File: src/inc/mrh_pkg.sv
// shared constants and types for the modbus radio hub status and serial block
// assumes one 125 MHz system clock and a synchronous active-high reset
package mrh_pkg;
    localparam int CLK_HZ = 125_000_000;
    localparam int HOST_BAUD = 115_200;
    localparam int RADIO_BAUD = 19_200;
    localparam int HOST_DIV = CLK_HZ / HOST_BAUD;
    localparam int RADIO_DIV = CLK_HZ / RADIO_BAUD;
    localparam int CHAR_BITS = 10;
    localparam int GAP_TENTHS = 35;
    localparam int HOST_GAP_CYC = GAP_TENTHS * CHAR_BITS / 10 * HOST_DIV;
    localparam int RADIO_GAP_CYC = GAP_TENTHS * CHAR_BITS / 10 * RADIO_DIV;
    localparam int TIMEOUT_S = 3;
    localparam int TIMEOUT_CYC = TIMEOUT_S * CLK_HZ;
    localparam int HB_MS = 500;
    localparam int HB_CYC = HB_MS * (CLK_HZ / 1000);
    localparam int BLINK_MS = 50;
    localparam int BLINK_CYC = BLINK_MS * (CLK_HZ / 1000);
    localparam int MAX_REGS = 92;
    localparam int MAX_BYTES = 2 * MAX_REGS;
    localparam int BUF_DEPTH = 256;
    localparam int NUM_RADIOS = 8;
    localparam int RADIO_GROUP_SHIFT = 4;
    localparam logic [7:0] FC_READ_HOLD = 8'h03;
    localparam logic [15:0] CRC_INIT = 16'hFFFF;
    localparam logic [15:0] CRC_POLY = 16'hA001;
    localparam int MIN_FRAME = 4;

    typedef enum logic [5:0] {
        ST_IDLE = 6'h01,
        ST_HRX = 6'h02,
        ST_RTX = 6'h04,
        ST_RWAIT = 6'h08,
        ST_HTX = 6'h10,
        ST_CTX = 6'h20
    } mrh_state_t;
endpackage

File: src/hw/mrh_uart.sv
// 8-N-1 serial transmitter and receiver with end-of-frame gap detection
// assumes rx_pin is asynchronous; tx_start comes from logic on mclk
`timescale 1ns/10ps
module mrh_uart #(
    parameter int DIV = 1085,
    parameter int GAP = 37975
)
(
    input wire logic mclk,
    input wire logic srst,
    input wire logic rx_pin,
    input wire logic [7:0] tx_data,
    input wire logic tx_start,
    output logic tx_pin,
    output logic tx_busy,
    output logic [7:0] rx_data,
    output logic rx_valid,
    output logic frame_end
);
    import mrh_pkg::*;

    typedef struct packed {
        logic s1;
        logic s2;
        logic rx_act;
        logic [15:0] rx_cnt;
        logic [3:0] rx_bit;
        logic [7:0] rx_sh;
        logic [7:0] rx_data;
        logic rx_valid;
        logic [17:0] gap_cnt;
        logic armed;
        logic frame_end;
        logic tx_busy;
        logic [15:0] tx_cnt;
        logic [3:0] tx_bit;
        logic [9:0] tx_sh;
        logic tx_pin;
    } mrh_uart_t;

    localparam mrh_uart_t URST = '{s1: 1'b1, s2: 1'b1, tx_pin: 1'b1, default: '0};

    mrh_uart_t q, d;

    // receive samples mid-bit, lsb first; gap end arms only after a good byte
    always_comb
    begin
        d = q;
        d.s1 = rx_pin;
        d.s2 = q.s1;
        d.rx_valid = 1'b0;
        d.frame_end = 1'b0;
        if (q.rx_act || !q.s2)
            d.gap_cnt = '0;
        else if (q.gap_cnt != 18'(GAP))
            d.gap_cnt = q.gap_cnt + 18'h00001;
        if (q.armed && q.gap_cnt == 18'(GAP - 1))
        begin
            d.frame_end = 1'b1;
            d.armed = 1'b0;
        end
        if (!q.rx_act)
        begin
            if (!q.s2)
            begin
                d.rx_act = 1'b1;
                d.rx_cnt = 16'(DIV / 2);
                d.rx_bit = 4'h0;
            end
        end
        else if (q.rx_cnt != 16'h0000)
            d.rx_cnt = q.rx_cnt - 16'h0001;
        else
        begin
            d.rx_cnt = 16'(DIV - 1);
            d.rx_bit = q.rx_bit + 4'h1;
            if (q.rx_bit == 4'h0)
                d.rx_act = !q.s2; // glitch, not a start bit
            else if (q.rx_bit < 4'h9)
                d.rx_sh = {q.s2, q.rx_sh[7:1]}; // RULE_13
            else
            begin
                d.rx_act = 1'b0;
                if (q.s2) // RULE_10
                begin
                    d.rx_valid = 1'b1;
                    d.rx_data = q.rx_sh;
                    d.armed = 1'b1;
                end
            end
        end
        // transmit start, eight data bits lsb first, one stop
        if (!q.tx_busy)
        begin
            if (tx_start)
            begin
                d.tx_busy = 1'b1;
                d.tx_sh = {1'b1, tx_data, 1'b0}; // RULE_10
                d.tx_cnt = 16'h0000;
                d.tx_bit = 4'h0;
            end
        end
        else if (q.tx_cnt != 16'h0000)
            d.tx_cnt = q.tx_cnt - 16'h0001;
        else if (q.tx_bit == 4'(CHAR_BITS))
            d.tx_busy = 1'b0;
        else
        begin
            d.tx_pin = q.tx_sh[0]; // RULE_13
            d.tx_sh = {1'b1, q.tx_sh[9:1]};
            d.tx_cnt = 16'(DIV - 1);
            d.tx_bit = q.tx_bit + 4'h1;
        end
    end

    always_ff @(posedge mclk)
    begin
        if (srst)
            q <= URST;
        else
            q <= d;
    end

    assign tx_pin = q.tx_pin;
    assign tx_busy = q.tx_busy;
    assign rx_data = q.rx_data;
    assign rx_valid = q.rx_valid;
    assign frame_end = q.frame_end;
endmodule

File: src/hw/mrh_hub.sv
// hub serial core: host rtu port, radio link, prefetch cache, status lamps
// assumes pins and ethernet phy status are asynchronous, config is on mclk
// Contract
// RULE_01: heartbeat lamp pulses while running normally
// RULE_02: serial lamp on at request, off after response
// RULE_03: amber lamp steadily shows network link status
// RULE_04: green lamp blinks while network traffic present
// RULE_05: eight radio lamps, on request, off when processed
// RULE_06: abandon radio attempt after 3 s, resume
// RULE_07: read request limited to 92 registers, 184 bytes
// RULE_08: radio link runs at 19,200 bps
// RULE_09: host port at 115,200 bps, buffered, reformatted
// RULE_10: characters are 8-N-1 on the host port
// RULE_11: host waits response timeout between commands
// RULE_12: cached reads answered locally, no radio traffic
// RULE_13: lsb first, idle high, start low, stop high
`timescale 1ns/10ps
module mrh_hub
    import mrh_pkg::*;
#(
    parameter int TIMEOUT_CYCLES = mrh_pkg::TIMEOUT_CYC,
    parameter int HB_CYCLES = mrh_pkg::HB_CYC,
    parameter int BLINK_CYCLES = mrh_pkg::BLINK_CYC,
    parameter int HOST_GAP = mrh_pkg::HOST_GAP_CYC,
    parameter int RADIO_GAP = mrh_pkg::RADIO_GAP_CYC
)
(
    input wire logic mclk,
    input wire logic srst,
    input wire logic host_rx,
    output logic host_tx,
    input wire logic radio_rx,
    output logic radio_tx,
    input wire logic eth_link,
    input wire logic eth_activity,
    input wire logic pf_en,
    input wire logic [15:0] pf_base,
    input wire logic [6:0] pf_count,
    input wire logic cache_we,
    input wire logic [6:0] cache_addr,
    input wire logic [15:0] cache_wdata,
    output logic led_heartbeat,
    output logic led_serial,
    output logic led_eth_amber,
    output logic led_eth_green,
    output logic [7:0] led_radio
);
    import mrh_pkg::*;

    typedef struct packed {
        mrh_state_t st;
        logic [8:0] len;
        logic [8:0] idx;
        logic [28:0] tmo;
        logic [2:0] sel;
        logic [15:0] crc;
        logic htx_start;
        logic [7:0] htx_data;
        logic rtx_start;
        logic [7:0] rtx_data;
        logic serial_led;
        logic [7:0] radio_led;
        logic [26:0] hb_cnt;
        logic hb_led;
        logic [26:0] blk_cnt;
        logic act_seen;
        logic green;
        logic amber;
        logic [1:0] link_s;
        logic [1:0] act_s;
    } mrh_hub_t;

    mrh_hub_t q, d;
    logic [7:0] buf_mem [BUF_DEPTH];
    logic [15:0] cache_mem [MAX_REGS];
    logic buf_we;
    logic [7:0] buf_waddr;
    logic [7:0] buf_wdata;
    logic h_busy, h_valid, h_end, r_busy, r_valid, r_end;
    logic [7:0] h_data, r_data;

    // crc-16 of one byte, reflected polynomial as used on rtu frames
    function automatic logic [15:0] crc_step(input logic [15:0] c, input logic [7:0] b);
        logic [15:0] r;
        r = c ^ {8'h00, b};
        for (int i = 0; i < 8; i++)
            r = r[0] ? ((r >> 1) ^ CRC_POLY) : (r >> 1);
        return r;
    endfunction

    // host port is the fast side, radio is the fixed slow side
    mrh_uart #(.DIV(HOST_DIV), .GAP(HOST_GAP)) u_host ( // RULE_09
        .mclk(mclk), .srst(srst), .rx_pin(host_rx), .tx_data(q.htx_data),
        .tx_start(q.htx_start), .tx_pin(host_tx), .tx_busy(h_busy),
        .rx_data(h_data), .rx_valid(h_valid), .frame_end(h_end));
    mrh_uart #(.DIV(RADIO_DIV), .GAP(RADIO_GAP)) u_radio ( // RULE_08
        .mclk(mclk), .srst(srst), .rx_pin(radio_rx), .tx_data(q.rtx_data),
        .tx_start(q.rtx_start), .tx_pin(radio_tx), .tx_busy(r_busy),
        .rx_data(r_data), .rx_valid(r_valid), .frame_end(r_end));

    // request fields decoded straight from the held frame
    logic [15:0] req_start, req_qty;
    logic is_read, too_long, cache_hit;
    logic [7:0] q2;
    logic [8:0] didx;
    logic [7:0] cbyte;
    logic [15:0] cword;
    always_comb
    begin
        req_start = {buf_mem[2], buf_mem[3]};
        req_qty = {buf_mem[4], buf_mem[5]};
        is_read = buf_mem[1] == FC_READ_HOLD;
        too_long = is_read && req_qty > 16'(MAX_REGS); // RULE_07
        cache_hit = pf_en && is_read && req_start >= pf_base
            && ({1'b0, req_start} + {1'b0, req_qty}) <= ({1'b0, pf_base} + 17'(pf_count));
        q2 = 8'(req_qty << 1);
        didx = q.idx - 9'h003;
        cword = cache_mem[7'(7'(req_start - pf_base) + 7'(didx >> 1))];
        if (q.idx == 9'h000)
            cbyte = buf_mem[0];
        else if (q.idx == 9'h001)
            cbyte = FC_READ_HOLD;
        else if (q.idx == 9'h002)
            cbyte = q2;
        else if (q.idx < 9'h003 + 9'(q2))
            cbyte = didx[0] ? cword[7:0] : cword[15:8];
        else if (q.idx == 9'h003 + 9'(q2))
            cbyte = q.crc[7:0];
        else
            cbyte = q.crc[15:8];
    end

    // transaction sequencer and lamp logic
    always_comb
    begin
        d = q;
        buf_we = 1'b0;
        buf_waddr = q.len[7:0];
        buf_wdata = h_data;
        d.htx_start = 1'b0;
        d.rtx_start = 1'b0;
        d.link_s = {q.link_s[0], eth_link};
        d.act_s = {q.act_s[0], eth_activity};
        d.amber = q.link_s[1]; // RULE_03
        // heartbeat keeps toggling whenever the clock runs out of reset
        if (q.hb_cnt == 27'(HB_CYCLES - 1))
        begin
            d.hb_cnt = '0;
            d.hb_led = !q.hb_led; // RULE_01
        end
        else
            d.hb_cnt = q.hb_cnt + 27'h0000001;
        // green toggles per period while traffic was seen; the set wins the clear
        if (q.blk_cnt == 27'(BLINK_CYCLES - 1))
        begin
            d.blk_cnt = '0;
            d.green = q.act_seen ? !q.green : 1'b0; // RULE_04
            d.act_seen = q.act_s[1];
        end
        else
        begin
            d.blk_cnt = q.blk_cnt + 27'h0000001;
            d.act_seen = q.act_seen | q.act_s[1];
        end
        case (q.st)
            ST_IDLE:
            begin
                d.len = '0;
                d.idx = '0;
                if (h_valid)
                begin
                    buf_we = 1'b1;
                    d.len = 9'h001;
                    d.serial_led = 1'b1; // RULE_02
                    d.st = ST_HRX;
                end
            end
            ST_HRX:
            begin
                if (h_valid && q.len < 9'(BUF_DEPTH))
                begin
                    buf_we = 1'b1;
                    d.len = q.len + 9'h001;
                end
                if (h_end)
                begin
                    d.crc = CRC_INIT;
                    d.sel = 3'((buf_mem[0] - 8'h01) >> RADIO_GROUP_SHIFT);
                    if (q.len < 9'(MIN_FRAME) || too_long) // RULE_07
                    begin
                        d.serial_led = 1'b0;
                        d.st = ST_IDLE;
                    end
                    else if (cache_hit)
                        d.st = ST_CTX; // RULE_12
                    else
                    begin
                        d.radio_led[d.sel] = 1'b1; // RULE_05
                        d.st = ST_RTX;
                    end
                end
            end
            ST_RTX:
            begin
                if (!r_busy && !q.rtx_start)
                begin
                    if (q.idx == q.len)
                    begin
                        d.len = '0;
                        d.tmo = '0;
                        d.st = ST_RWAIT;
                    end
                    else
                    begin
                        d.rtx_data = buf_mem[q.idx[7:0]];
                        d.rtx_start = 1'b1;
                        d.idx = q.idx + 9'h001;
                    end
                end
            end
            ST_RWAIT:
            begin
                d.tmo = q.tmo + 29'h00000001;
                d.idx = '0;
                if (r_valid && q.len < 9'(BUF_DEPTH))
                begin
                    buf_we = 1'b1;
                    buf_wdata = r_data;
                    d.len = q.len + 9'h001;
                end
                if (r_end && q.len != 9'h000)
                    d.st = ST_HTX;
                else if (q.tmo == 29'(TIMEOUT_CYCLES - 1))
                begin
                    d.radio_led = '0; // RULE_06
                    d.serial_led = 1'b0;
                    d.st = ST_IDLE;
                end
            end
            ST_HTX:
            begin
                if (!h_busy && !q.htx_start)
                begin
                    if (q.idx == q.len)
                    begin
                        d.radio_led = '0; // RULE_05
                        d.serial_led = 1'b0; // RULE_02
                        d.st = ST_IDLE;
                    end
                    else
                    begin
                        d.htx_data = buf_mem[q.idx[7:0]];
                        d.htx_start = 1'b1;
                        d.idx = q.idx + 9'h001;
                    end
                end
            end
            ST_CTX:
            begin
                // reply built on the fly from cache, crc follows the data
                if (!h_busy && !q.htx_start)
                begin
                    if (q.idx == 9'h005 + 9'(q2))
                    begin
                        d.serial_led = 1'b0; // RULE_02
                        d.st = ST_IDLE;
                    end
                    else
                    begin
                        d.htx_data = cbyte;
                        d.htx_start = 1'b1;
                        d.idx = q.idx + 9'h001;
                        if (q.idx < 9'h003 + 9'(q2))
                            d.crc = crc_step(q.crc, cbyte);
                    end
                end
            end
            default:
                d.st = ST_IDLE;
        endcase
    end

    always_ff @(posedge mclk)
    begin
        if (srst)
            q <= '{st: ST_IDLE, default: '0};
        else
            q <= d;
    end

    // frame and cache storage; no reset needed on data
    always_ff @(posedge mclk)
    begin
        if (buf_we)
            buf_mem[buf_waddr] <= buf_wdata;
        if (cache_we && cache_addr < 7'(MAX_REGS))
            cache_mem[cache_addr] <= cache_wdata;
    end

    assign led_heartbeat = q.hb_led;
    assign led_serial = q.serial_led;
    assign led_eth_amber = q.amber;
    assign led_eth_green = q.green;
    assign led_radio = q.radio_led;
endmodule

File: config.mk
export PLATFORM = sky130hd
export DESIGN_NAME = mrh_hub
export DESIGN_NICKNAME = d
export VERILOG_FILES = /design/src/inc/mrh_pkg.sv /design/src/hw/mrh_uart.sv /design/src/hw/mrh_hub.sv
export SDC_FILE = /design/constraint.sdc
export NUM_CORES = 2
export LEC_CHECK = 0
export BUFFER_PORTS_ARGS = -buffer_cell sky130_fd_sc_hd__buf_2
export CORE_ASPECT_RATIO = 1.4
export CORE_MARGIN = 3
export CORE_UTILIZATION = 40
export DETAILED_ROUTE_END_ITERATION = 16
export PLACE_DENSITY_LB_ADDON = 0.05
export SETUP_SLACK_MARGIN = 0.02
export SKIP_LAST_GASP = 1
export SYNTH_ARGS = -nofsm -noshare
export SYNTH_HDL_FRONTEND = slang
export SYNTH_SLANG_ARGS = --single-unit
File: constraint.sdc
create_clock -name mclk -period 14.6 [get_ports mclk]
set_input_delay 0.73 -clock mclk [delete_from_list [all_inputs] [get_ports mclk]]
set_output_delay 0.73 -clock mclk [all_outputs]
set_load 0.01 [all_outputs]
==> flow_summary.toml <==
[floorplanning]
core_area_um2 = 384000
ioPinCount = 68
fp.dieW_um = 532
die-area_um2 = 395000
initial_utilization_pct = 40.3
fp.dieH_um = 742
row_count = 269

[worst_hold_path]
holdCritPathClass = "in -> reg"
min_from = "cache_wdata[8]"
hold_depth = 1
holdPathEnd = "cache_mem[25][8]"

[logic_synthesis]
synth_top_area_cell = "edfxtp_1"
yosysMostFrequentCell = "edfxtp_1"
synthMuxAreaShare_pct = 16.6
synth_area_um2 = 155000
yosys.area_share.simple_pct = 4.74
syn_nets = 8215
synth_edf_count = 3520
synth-compound-area-share_pct = 2.21
postSynthCellCount = 8051
async_flop_share_pct = 0
synth_seq_cells = 3870
synth_top_family_by_area = "multiplexers"
yosysSeqAreaShare_pct = 72.8
synth.area.top_cells = "edfxtp_1 (68%), mux4_2 (16%), dfxtp_1 (4.5%)"
ys_types = 88
synthAdderAreaFrac_pct = 0.928
yosys_warnings = 0
avgSynthCellArea_um2 = 19.2
synth_commonest_cells = "edfxtp_1 (3520), mux4_2 (1090), nor2_1 (719)"
synth_xor_area_share_pct = 1.15
dominantRegCellSynth = "edfxtp_1"
netlist.area_leader.share_pct = 68.3

[global_route]
grt_pass1_vias = 80900
grtUsageTotal_pct = 21.8
grt_max_degree = 186
antenna_found_initial = 26
grt_overflow = 0
grt_pass1_wl_um = 618000

[sta]
max_freq_mhz = 118
tightestPinTransition_ns = 1.32
finalClockSkew_ns = 0.0685
fin_crit_sh_pct = 58.1
finalHoldViolations = 0
max-slew-margin-rel_pct = 11.9
setup_viol = 0
slew_violations = 0
tns_ns = 0
fin_crit_ns = 8.48
rsz0062_at_grt = "false"

[clock_tree]
root_buffer = "clkbuf_16"
htree_levels = 5
cts_buffers = 390
cts.reportedPaths.clkPinSlew_ns = 0.07
postCtsSetupBuffers = 0
cts_resized = 0
clk_path_buf_depth = 4
cts_sinks = 3870
clock_latency_ns = 0.98
cts_tree = "yes"

[worst_setup_path]
critical-path-top-delay-family = "adder cells"
r2r-start = "q[138]"
critPathMaxFanout = 60
start_kind = "register"
crit_arrival_ns = 9.35
r2r_end = "q[89]"
path_cells = "ha_1 > xnor2_1 > fa_1 > inv_1 > fa_4 > buf_4 > buf_4 > mux4_2 > mux4_2 > mux2i_1 > o211ai_1 > a21oi_1 > nor3_1 > or4b_4 > xnor3_1 > xnor3_1 > xnor2_2 > xor2_1 > a211oi_1"
worstSetupPathType = "reg -> reg"
r2r_slack_ns = 6.12
critPathBufInv = 3
r2r.worst_path.cells = 19
endpoint_kind = "register"
slowest_delay_ns = 1.25
slowest_stage = "fa_4"
crit_start = "q[138]"
crit_required_ns = 15.47

[power]
ir_drop_mv = 0.105
leakage_nw = 54.3
power.density_nw_per_um2 = 132

[route]
routed_wl_um = 432000
ant_nets = 0
drt_pass1_iterations = 6
viasPerCell = 5.61
vias = 77100
routedWlPerCell_um = 31.5
route.detailed.drc = 0
drtIter0Drc = 6392

[layout]
fillers = 33000
area_delta_synth_final_pct = 12.7
drive_gt1_share_pct = 23.9
finish.utilization_pct = 45.4
fin_nets = 8435

[placed_design]
io_buffers = 67
dp_hpwl_um = 268000
gp_congestion = 0.798

[run_status]
status = "completed"

[job]
max_cap_viol_count = 0
layout by cell type, fill, tap and decap left out, types with 64 or more instances in the layout:
master,instances
edfxtp_1,3520
mux4_2,1090
nor2_1,640
clkbuf_16,399
nand2_1,358
dfxtp_1,344
buf_4,189
a21oi_1,179
nand3_1,116
ha_1,101
xor2_1,98
mux2i_1,98
o21ai_0,97
xnor2_1,90
inv_1,88
clkbuf_1,71
clkinv_1,69
clkinv_2,69
nor3_1,64
per-layer routing:
metal  up-vias  global-route usage, %  wire length, um
met2      1755                   40.2           234000
met1     41700                   26.2           165000
met3       582                   2.51            15900
met5         -                      0                0
met4         0                   7.57            17100
li1      33100                      -                -
area by class of cell:
class | instances | area (um^2) | share of cell area [%]
multi-input cells | 3664 | 40300 | 23.1
diodes | 13 | 32.5 | 0.0186
repair buffers | 257 | 1970 | 1.13
well taps | 5149 | 6440 | 3.69
inverters | 88 | 330 | 0.189
flip-flops and latches | 3870 | 113000 | 64.6
clock inverters | 214 | 2220 | 1.27
clock buffers | 488 | 10500 | 6.01
repair_timing:
item	in CTS	in global routing
hold buffers	4	0
endpoints found under the setup margin	0	0
endpoints found under the hold margin	4	0
where the power goes:
group	internal, mW	total, mW	switching [mW]	leakage, nW
Sequential	12.0	12.0	0.0151	35.0
Combinational	0.301	0.898	0.597	13.0
Clock	5.78	10.1	4.31	6.20
Total	18.1	23.0	4.93	54.3
state kept, by name, summed over array words and instances, names as in the netlist, 3 cells and up, named ones only:
signal           cells
buf_waddr            8
buf_mem           2048
u_radio.q           79
u_host.q            79
u_radio.rx_data      8
cache_mem         1472
led_radio            8
q                  135
u_host.rx_data       8
d                    3
how the worst max path moves through the flow:
stage | to | slack (ns) | depth (start not counted)
2_1_floorplan | q[102] | 8.71 | 25
3_3_place_gp | q[89] | 4.99 | 19
3_5_place_dp | q[89] | 6.04 | 19
4_1_cts | q[89] | 6.06 | 19
5_1_grt | q[89] | 5.73 | 19
6_report | q[89] | 6.12 | 19
logic make-up after synthesis:
family	Yosys count
AO/OA/AOI/OAI	535
XOR/XNOR	196
adder cells (fa/ha/maj)	110
buffers and inverters	517
flip-flops	3870
multiplexers	1202
AND/OR/NAND/NOR	1621
stage by stage:
stage	power (mW)	hold slack, ns	cell area (um^2)	setup slack, ns	instances
CTS	23.3	0.0528	175000	6.06	13700
global placement	13.2	0.411	162000	4.99	13000
detailed placement	13.2	0.410	162000	6.04	13000
global route	23.7	0.117	175000	5.73	13700
floorplan	12.8	0.389	155000	8.71	8051
finish	23.0	0.155	175000	6.12	13700
(Power assumes the default switching activity.)
